[src/core/cigc_pkg.sv]
// Operation
// RULE_01: Bit 7 set enables ring indicate on the shared battery/ring pin; default off.
// RULE_02: Bit 6 drives card reset; 0 (default) asserts it, 1 releases it.
// RULE_03: Software card reset acts only when a 16-bit card is in the socket.
// RULE_04: Bit 5 records card kind; 0 memory (default), 1 I/O card.
// RULE_05: Bit 4 counts only while the diagnostic routing bit is 0.
// RULE_06: Effective bit 4 set sends status changes to bus lines, else config-register routing.
// RULE_07: Bits 3:0 pick the I/O card irq line; 0000 none, ORed into bus routing.
// RULE_08: Codes 0001 line 1, 0010 system management irq, 0011 line 3, 0100 line 4.
// RULE_09: Other nonzero codes route to the legacy line numbered as the code.
// RULE_10: Reset and kind bits clear on global reset only while power events enabled; code clears them on any global reset, or bus reset with PME off.
// RULE_11: Two sockets each own a copy: offsets 03h, 43h, and 803h above base.
package cigc_pkg;
  localparam logic [11:0] CIGC_OFS_A     = 12'h003;
  localparam logic [11:0] CIGC_OFS_B     = 12'h043;
  localparam logic [11:0] CIGC_OFS_MMIO  = 12'h803;
  localparam int          CIGC_BIT_RING  = 7;
  localparam int          CIGC_BIT_RST   = 6;
  localparam int          CIGC_BIT_KIND  = 5;
  localparam int          CIGC_BIT_ROUTE = 4;
  localparam logic [7:0]  CIGC_RESET_VAL = 8'h00;
  localparam logic [3:0]  CIGC_SEL_NONE  = 4'h0;
  localparam logic [3:0]  CIGC_SEL_SMI   = 4'h2;
  localparam int          CIGC_NSOCK     = 2;
endpackage

[src/core/cigc_regs.sv]
`timescale 1ns/1ps
module cigc_regs
(
  input  wire logic        ref_clk,
  input  wire logic        reset,
  input  wire logic        clk_en,
  input  wire logic        global_reset,
  input  wire logic        host_bus_reset,
  input  wire logic        pme_enable,
  input  wire logic        diag_csc_route,
  input  wire logic        reg_wr,
  input  wire logic        reg_rd,
  input  wire logic        reg_mmio,
  input  wire logic        reg_sock,
  input  wire logic [11:0] reg_addr,
  input  wire logic [7:0]  reg_wdata,
  input  wire logic [1:0]  card_is_16bit,
  input  wire logic [1:0]  card_irq_req,
  input  wire logic [1:0]  card_status_change,
  input  wire logic [1:0]  battery_detect_ring_pin,
  output logic      [7:0]  reg_rdata,
  output logic      [1:0]  card_reset_out,
  output logic      [1:0]  ring_indicate,
  output logic      [1:0]  csc_to_bus,
  output logic      [1:0]  csc_to_cfg,
  output logic      [1:0]  smi_out,
  output logic      [15:0] legacy_irq
);
  import cigc_pkg::*;

  logic [7:0]  ctl_q [CIGC_NSOCK];
  logic [1:0]  hit;
  logic [7:0]  rdata_d;
  logic [1:0]  card_reset_d, ring_d, bus_d, cfg_d, smi_d;
  logic [15:0] irq_d;

  // Socket decode: local offsets, or MMIO base + 803h with socket chosen by reg_sock
  function automatic logic sock_hit(input logic [11:0] a, input logic m, input logic s,
                                    input int idx);
    if (m)
      sock_hit = (a == CIGC_OFS_MMIO) && (s == idx[0]); // RULE_11
    else if (idx == 0)
      sock_hit = (a == CIGC_OFS_A);                       // RULE_11
    else
      sock_hit = (a == CIGC_OFS_B);                       // RULE_11
  endfunction

  // One register copy per socket
  genvar g;
  generate
    for (g = 0; g < CIGC_NSOCK; g++)
    begin : g_sock
      logic ctx_clr;
      assign hit[g]  = sock_hit(reg_addr, reg_mmio, reg_sock, g);
      // Power-event context bits survive the bus reset while PME is on
      assign ctx_clr = global_reset || (host_bus_reset && !pme_enable); // RULE_10

      always_ff @(posedge ref_clk or posedge reset)
      begin
        if (reset)
          ctl_q[g] <= CIGC_RESET_VAL;
        else if (clk_en)
        begin
          if (reg_wr && hit[g])
            ctl_q[g] <= reg_wdata;
          // Resets follow the write so they win a same-cycle clash
          if (global_reset || host_bus_reset)
          begin
            ctl_q[g][CIGC_BIT_RING]  <= 1'b0;
            ctl_q[g][CIGC_BIT_ROUTE] <= 1'b0;
            ctl_q[g][3:0]            <= CIGC_SEL_NONE;
          end
          if (ctx_clr)
          begin
            ctl_q[g][CIGC_BIT_RST]  <= 1'b0; // RULE_10
            ctl_q[g][CIGC_BIT_KIND] <= 1'b0; // RULE_10
          end
        end
      end

      always_comb
      begin
        logic route_eff;
        logic [3:0] sel;
        route_eff = 1'b0;
        sel       = ctl_q[g][3:0];
        route_eff = !diag_csc_route && ctl_q[g][CIGC_BIT_ROUTE];          // RULE_05
        // Reset asserted (low release bit) only gates 16-bit cards
        card_reset_d[g] = card_is_16bit[g] && !ctl_q[g][CIGC_BIT_RST];  // RULE_02 RULE_03
        ring_d[g] = ctl_q[g][CIGC_BIT_RING] && battery_detect_ring_pin[g]; // RULE_01
        bus_d[g]  = card_status_change[g] && (route_eff || sel == CIGC_SEL_NONE); // RULE_06 RULE_07
        cfg_d[g]  = card_status_change[g] && !(route_eff || sel == CIGC_SEL_NONE); // RULE_06
        // Functional irq only meaningful for I/O cards
        smi_d[g]  = card_irq_req[g] && ctl_q[g][CIGC_BIT_KIND] && sel == CIGC_SEL_SMI; // RULE_08 RULE_04
      end
    end
  endgenerate

  // Sockets share the legacy lines; select code is the line index
  always_comb
  begin
    irq_d = 16'h0000;
    for (int s = 0; s < CIGC_NSOCK; s++)
      if (card_irq_req[s] && ctl_q[s][CIGC_BIT_KIND] && ctl_q[s][3:0] != CIGC_SEL_NONE
          && ctl_q[s][3:0] != CIGC_SEL_SMI)
        irq_d[ctl_q[s][3:0]] = 1'b1; // RULE_08 RULE_09
  end

  // Unmapped addresses read as zero
  always_comb
  begin
    if (hit[0])
      rdata_d = ctl_q[0];
    else if (hit[1])
      rdata_d = ctl_q[1];
    else
      rdata_d = 8'h00;
  end

  // Read data holds between reads so a slow host can sample late
  always_ff @(posedge ref_clk or posedge reset)
  begin
    if (reset)
      reg_rdata <= 8'h00;
    else if (clk_en && reg_rd)
      reg_rdata <= rdata_d;
  end

  // Outputs registered; card reset powers up asserted
  always_ff @(posedge ref_clk or posedge reset)
  begin
    if (reset)
    begin
      card_reset_out <= 2'b11;
      ring_indicate  <= 2'b00;
      csc_to_bus     <= 2'b00;
      csc_to_cfg     <= 2'b00;
      smi_out        <= 2'b00;
      legacy_irq     <= 16'h0000;
    end
    else if (clk_en)
    begin
      card_reset_out <= card_reset_d; // RULE_02
      ring_indicate  <= ring_d;
      csc_to_bus     <= bus_d;
      csc_to_cfg     <= cfg_d;
      smi_out        <= smi_d;
      legacy_irq     <= irq_d;
    end
  end
endmodule

[config.mk]
export PLATFORM = sky130hd
export DESIGN_NAME = cigc_regs
export DESIGN_NICKNAME = d
export VERILOG_FILES = /design/src/core/cigc_pkg.sv /design/src/core/cigc_regs.sv
export SDC_FILE = /design/constraint.sdc
export NUM_CORES = 1
export LEC_CHECK = 0
export ABC_AREA = 1
export CAP_MARGIN = 40
export CORE_MARGIN = 2
export CORE_UTILIZATION = 45
export CTS_CLUSTER_SIZE = 24
export DETAILED_ROUTE_END_ITERATION = 6
export DONT_BUFFER_PORTS = 1
export PLACE_DENSITY_LB_ADDON = 0.1
export SYNTH_ARGS = -nofsm -noshare
export SYNTH_HDL_FRONTEND = slang
export SYNTH_SLANG_ARGS = --single-unit
[constraint.sdc]
create_clock -name ref_clk -period 2 [get_ports ref_clk]
set_input_delay 0.2 -clock ref_clk [delete_from_list [all_inputs] [get_ports ref_clk]]
set_output_delay 0.2 -clock ref_clk [all_outputs]
set_load 0.01 [all_outputs]
==> results of run 1 <==
==> registers in the layout, summed over array words and instances (netlist names) <==
signal and cells:
ctl_q 16, smi_out 2, legacy_irq 16, ring_indicate 2, reg_rdata 8, csc_to_cfg 2
csc_to_bus 2, card_reset_out 2
==> worst min-delay path by stage <==
stage,to,cells after the start
final,card_reset_out[1]$_DFFE_PP1P_,1
after global routing,card_reset_out[0]$_DFFE_PP1P_,2
after CTS,card_reset_out[0]$_DFFE_PP1P_,2
after detailed placement,ring_indicate[1]$_DFFE_PP0P_,1
after global placement,ring_indicate[1]$_DFFE_PP0P_,1
after floorplan,card_reset_out[0]$_DFFE_PP1P_,2
==> cell usage after synthesis, types with 2 or more instances <==
master | number | area (µm²)
nand2_1 | 111 | 416.7
dfrtp_1 | 48 | 1201
nor2_1 | 46 | 172.7
inv_1 | 44 | 165.2
nand3_1 | 41 | 205.2
a21oi_1 | 11 | 55.05
o21ai_0 | 10 | 50.05
clkbuf_1 | 6 | 22.52
a31oi_1 | 5 | 31.28
nor3_1 | 4 | 20.02
nand2_2 | 3 | 18.77
a22o_1 | 2 | 17.52
buf_2 | 2 | 10.01
dfstp_2 | 2 | 52.55
nand2_4 | 2 | 22.52
==> power groups by stage <==
| stage | clock network, mW | registers, mW | logic [mW] |
|---|---|---|---|
| 2_1_floorplan | 0 | 1.17 | 0.187 |
| 3_3_place_gp | 0 | 1.20 | 0.213 |
| 3_5_place_dp | 0 | 1.20 | 0.218 |
| 4_1_cts | 0.730 | 1.18 | 0.227 |
| 5_1_grt | 0.766 | 1.19 | 0.266 |
| 6_report | 0.707 | 1.18 | 0.223 |
==> through the flow <==
stage / hold slack, ps / utilization / instances / setup WS, ps / cell area [µm²]
2_1_floorplan: 307.2 / - / 348 / 602.1 / 2560
3_3_place_gp: 162.5 / 0.4790 / 413 / 610.9 / 2638
3_5_place_dp: 173.2 / 0.4790 / 413 / 583.1 / 2638
4_1_cts: 4.940 / 0.5037 / 424 / 575.6 / 2774
5_1_grt: 13.82 / 0.5037 / 424 / 389.1 / 2774
6_report: 24.85 / 0.5037 / 424 / 581.2 / 2774
==> area by class of cell <==
| class | instances | share of cell area |
|---|---|---|
| flip-flops and latches | 50 | 0.4520 |
| multi-input cells | 244 | 0.3956 |
| inverters | 45 | 0.06089 |
| well taps | 72 | 0.03248 |
| clock buffers | 7 | 0.02751 |
| repair buffers | 5 | 0.02075 |
| clock inverters | 1 | 0.01083 |
==> worst max-delay path: cells and delay by family, from the launching register on <==
kind | cells | cell delay (ps)
and+or+nand+nor | 2 | 570
buffers and inverters | 1 | 60
DFF | 1 | 390
AOI/OAI and AO/OA | 3 | 340
==> metal layers <==
layer	vias to the layer above	track usage
met3	9	0.06900
met4	0	0.07241
met5	-	0
li1	1098	-
met2	78	0.3126
met1	1027	0.3124
==> repair_timing <==
item                                   in CTS  in global routing
endpoints found under the hold margin      30                  0
setup buffers                               0                  0
hold buffers                                3                  0
setup endpoints to repair                   0                  0
==> kinds of logic (layout without fill, tap and decap cells) <==
kind of cell,after synthesis,after routing
buf+inv,54,58
simple gates,211,211
flops,50,50
compound gates,33,33
==> results.cfg, run 1 <==
[sta]
finClkSkew_ps = 7.923
tightest_slew_ps = 587.5
final_hold_viol_count = 0
max_slew_margin = 0.6053
setup-tns-final_ps = 0
rsz0062_at_grt = no
period_needed_ps = 1419
finalCritPeriodShare = 0.7094
fmax_mhz = 704.8
drv_slew = 0
setup_violations = 0

[cts]
cts.sinks = 50
clkTransAtPathRegs_ps = 90
cts-buffers-inserted = 5
tritoncts = built
h-tree-depth = 2
root_buffer = clkbuf_8
clk_path_buf_depth = 2
post_cts_resized = 0
clk_latency_ps = 300

[layout]
mostFrequentLayoutCell = nand2_1
layout-drive-gt1-share = 0.05682
num-nets-final = 390
n_fill_cell = 577
diodes = 0
synthToLayoutAreaGrowth_pct = 8.358
multi_input_area_um2 = 1097
layout_common_cells = nand2_1, dfrtp_1, nor2_1
regArea_um2 = 1254

[grt]
antenna_found_initial = 0
grtUsageTotal = 0.2183
grt_pass1_wl_mm = 10.69
grt_max_degree = 49
first_global_vias = 2235
overflow = 0

[routing]
highest_layer = met4
drt-total-wl_mm = 6.209
drtIter0Drc = 139
final_antenna_net_count = 0
wl_met1_mm = 2.970
dr_wl_met3_um = 551
avgRoutedWirePerCell_um = 14.64
drt-pass1-iter-count = 4
vias = 2212
viasPerCell = 5.217
drc = 0
wl_met2_mm = 2.601

[die]
io-pin-count = 73
start_util = 0.4649
die_area_um2 = 6308
die_x_um = 79.43
row_count = 27
coreArea_um2 = 5507
fp.dieH_um = 79.43

[critical_path]
end_kind = register
r2r_end = legacy_irq[9]$_DFFE_PP0P_
path_cells = nand2_1 -> nor3_1 -> a21oi_1 -> o31ai_1 -> o21ai_0 -> inv_1
worst-endpoint-required_ps = 2250
max_stage_delay_ps = 440
worstPathArrival_ps = 1670
r2r_start = ctl_q[13]$_DFFE_PP0P_
startpoint = ctl_q[13]$_DFFE_PP0P_
r2r_setup_slack_ps = 580
critical_path_class = register to register
start_kind = register
crit_fanout = 4
crit_end = legacy_irq[9]$_DFFE_PP0P_
reg2regPathDepth = 6
crit_slowest_cell = nor3_1

[yosys]
seq_area_frac_synth = 0.4897
synth_fa_ha_area_frac = 0
synthXorXnorAreaFrac = 0
syn_avg_cell_area_um2 = 7.356
synth_mux_area_frac = 0
synth-compound-area-share = 0.07918
synth_top_family_by_area = simple AND/OR/NAND/NOR gates
async_flop_share = 1.000
yosys.area_share.simple = 0.3495
synthCells = 348
synthFlopType = dfrtp_1
synth_seq_cells = 50
synth-edff-count = 0
syn_nets = 387
netlist_area_um2 = 2560
ys_warn_count = 0
ys_types = 26

[power_and_ir_drop]
pwr-share-seq = 0.559
comb_power_share = 0.106
pwr-share-clk = 0.335
peakVddDrop_mv = 0.3088
p_leak_nw = 1.441
swShare = 0.2703
switchingPower_mw = 0.5701
power.total_mw = 2.109
powerDensity_nw_per_um2 = 760.2
internal_power_mw = 1.539

[placement]
dpl.hpwl_mm = 4.522
io_buffers = 0
gp_congestion = 0.8405

[min_path]
worstHoldPathType = input port to register
hold_start = card_is_16bit[1]

[run]
cap_violations = 0

[status]
status = finished clean
(Power assumes the default switching activity.)
==> run 2: changes to the inputs <==
==> constraint.sdc (replaced) <==
create_clock -name ref_clk -period 1.29 [get_ports ref_clk]
set_input_delay 0.129 -clock ref_clk [delete_from_list [all_inputs] [get_ports ref_clk]]
set_output_delay 0.129 -clock ref_clk [all_outputs]
set_load 0.01 [all_outputs]
==> results.cfg, run 2 (same netlist as run 1, synthesis figures left out) <==
[grt]
first_global_vias = 2191
overflow = 0
grtUsageTotal = 0.2252
antenna_found_initial = 0
grt_max_degree = 47
grt_pass1_wl_mm = 10.80

[routing]
drc = 0
drtIter0Drc = 144
vias = 2239
avgRoutedWirePerCell_um = 14.70
viasPerCell = 5.077
drt-pass1-iter-count = 4
final_antenna_net_count = 0
drt-total-wl_mm = 6.484

[sta]
rsz0062_at_grt = yes
fmax_mhz = 814.8
period_needed_ps = 1227
finClkSkew_ps = 6.533
drv_slew = 0
tightest_slew_ps = 358.0
final_hold_viol_count = 0
setup_violations = 0
finalCritPeriodShare = 0.9514
finalWorstSetupSlack_ps = 62.75
setup-tns-final_ps = 0
max_slew_margin = 0.7611

[cts]
tritoncts = built
cts.sinks = 50
root_buffer = clkbuf_8
h-tree-depth = 2
cts-buffers-inserted = 5
clk_path_buf_depth = 2
clkTransAtPathRegs_ps = 90
clk_latency_ps = 310

[critical_path]
crit_fanout = 6
worstPathArrival_ps = 1460
critical_path_class = register to register
end_kind = register
max_stage_delay_ps = 470
crit_slowest_cell = dfrtp_1
worst-endpoint-required_ps = 1520
path_cells = nand2_1 -> nor2_1 -> a22oi_1 -> o21ai_0
start_kind = register

[layout]
layout_common_cells = nand2_1, dfrtp_1, nor2_1
finalInstanceArea_um2 = 2955
n_fill_cell = 556
multi_input_area_um2 = 1114
synthToLayoutAreaGrowth_pct = 15.44
reg_top3 = ctl_q: 16 flops, legacy_irq: 16 flops, reg_rdata: 8 flops
regArea_um2 = 1259
num-nets-final = 407
fin_util = 0.5367
mostFrequentLayoutCell = nand2_1
diodes = 0
layout-drive-gt1-share = 0.1192

[placement]
dpl.hpwl_mm = 4.629
dpl_worst_slack_ps = 16.47
gp_congestion = 0.8281
placedInstanceArea_um2 = 2716
io_buffers = 0

[run]
cap_violations = 0

[die]
row_count = 27
fp.dieH_um = 79.43
start_util = 0.4649
coreArea_um2 = 5507
die_area_um2 = 6308
io-pin-count = 73
die_x_um = 79.43

[power_and_ir_drop]
pwr-share-clk = 0.320
switchingPower_mw = 0.9178
peakVddDrop_mv = 0.5037
internal_power_mw = 2.384
comb_power_share = 0.125
powerDensity_nw_per_um2 = 1117
swShare = 0.2779
p_leak_nw = 1.528
pwr-share-seq = 0.555

[status]
status = finished clean

[min_path]
worstHoldPathType = input port to register
## run 2: cell count changes in the layout (fill, tap and decap cells not counted), moves of 2 or more
| cell | previous run | this run |
|---|---|---|
| dfrtp_1 | 48 | 44 |
| clkbuf_8 | 5 | 8 |
| clkbuf_1 | 2 | 0 |
| nor2_2 | 1 | 4 |
| nor2_1 | 46 | 43 |
| buf_4 | 1 | 12 |
| dfrtp_2 | 0 | 4 |
| dlygate4sd3_1 | 3 | 8 |
## run 2: metal layers
| layer | vias up | GRT usage | wire [µm] |
|---|---|---|---|
| met2 | 68 | 0.3193 | 2755 |
| li1 | 1138 | - | - |
| met3 | 10 | 0.07692 | 461 |
| met4 | 0 | 0.08621 | 102 |
| met5 | - | 0 | 0 |
| met1 | 1023 | 0.3165 | 3165 |
## run 2: final cells by class
type / count / area share
Inverter: 45 / 0.05843
Clock buffer: 8 / 0.03726
Tap cell: 72 / 0.03048
Timing Repair Buffer: 22 / 0.07113
Sequential cell: 50 / 0.4259
Multi-Input combinational cell: 244 / 0.3768
## run 2: per-stage QoR
stage / hold WS, ps / power [mW] / cells
floorplan: 170.6 / 2.110 / 348
global placement: -61.00 / 2.206 / 423
detailed placement: -58.00 / 2.219 / 423
CTS: 19.50 / 3.325 / 440
global route: 31.15 / 3.478 / 441
finish: 25.70 / 3.302 / 441
## run 2: final timing paths
check | from | to | slack [ps] | cells past startpoint
setup / recovery | ctl_q[2]$_DFFE_PP0P_ | legacy_irq[12]$_DFFE_PP0P_ | 60 | 4
hold / removal | clk_en | legacy_irq[11]$_DFFE_PP0P_ | 30 | 3
setup reg to reg | ctl_q[2]$_DFFE_PP0P_ | legacy_irq[12]$_DFFE_PP0P_ | 60 | 4
hold reg to reg | ctl_q[14]$_DFFE_PP0P_ | ctl_q[14]$_DFFE_PP0P_ | 480 | 2
max in group asynchronous | reset | card_reset_out[1]$_DFFE_PP1P_ | 520 | 3
min in group asynchronous | reset | legacy_irq[4]$_DFFE_PP0P_ | 220 | 2
## run 2: what timing repair did
action                                 4_1_cts  5_1_grt
setup endpoints to repair                    0        9
gates resized for setup                      0       10
buffers inserted                             0        1
endpoints found under the hold margin       89        0
hold buffers                                 9        0
## run 2: power by group through the flow
stage               sequential, mW  combinational, mW  clock, mW
CTS                           1.83              0.407       1.09
global placement              1.86              0.346          0
finish                        1.83              0.413       1.06
detailed placement            1.86              0.356          0
floorplan                     1.82              0.290          0
global route                  1.85              0.479       1.15
## run 2: critical path, delay by kind of cell (launching register included)
family,cells,cell delay (ps)
flops,1,470
compound gates,2,310
simple gates,2,370
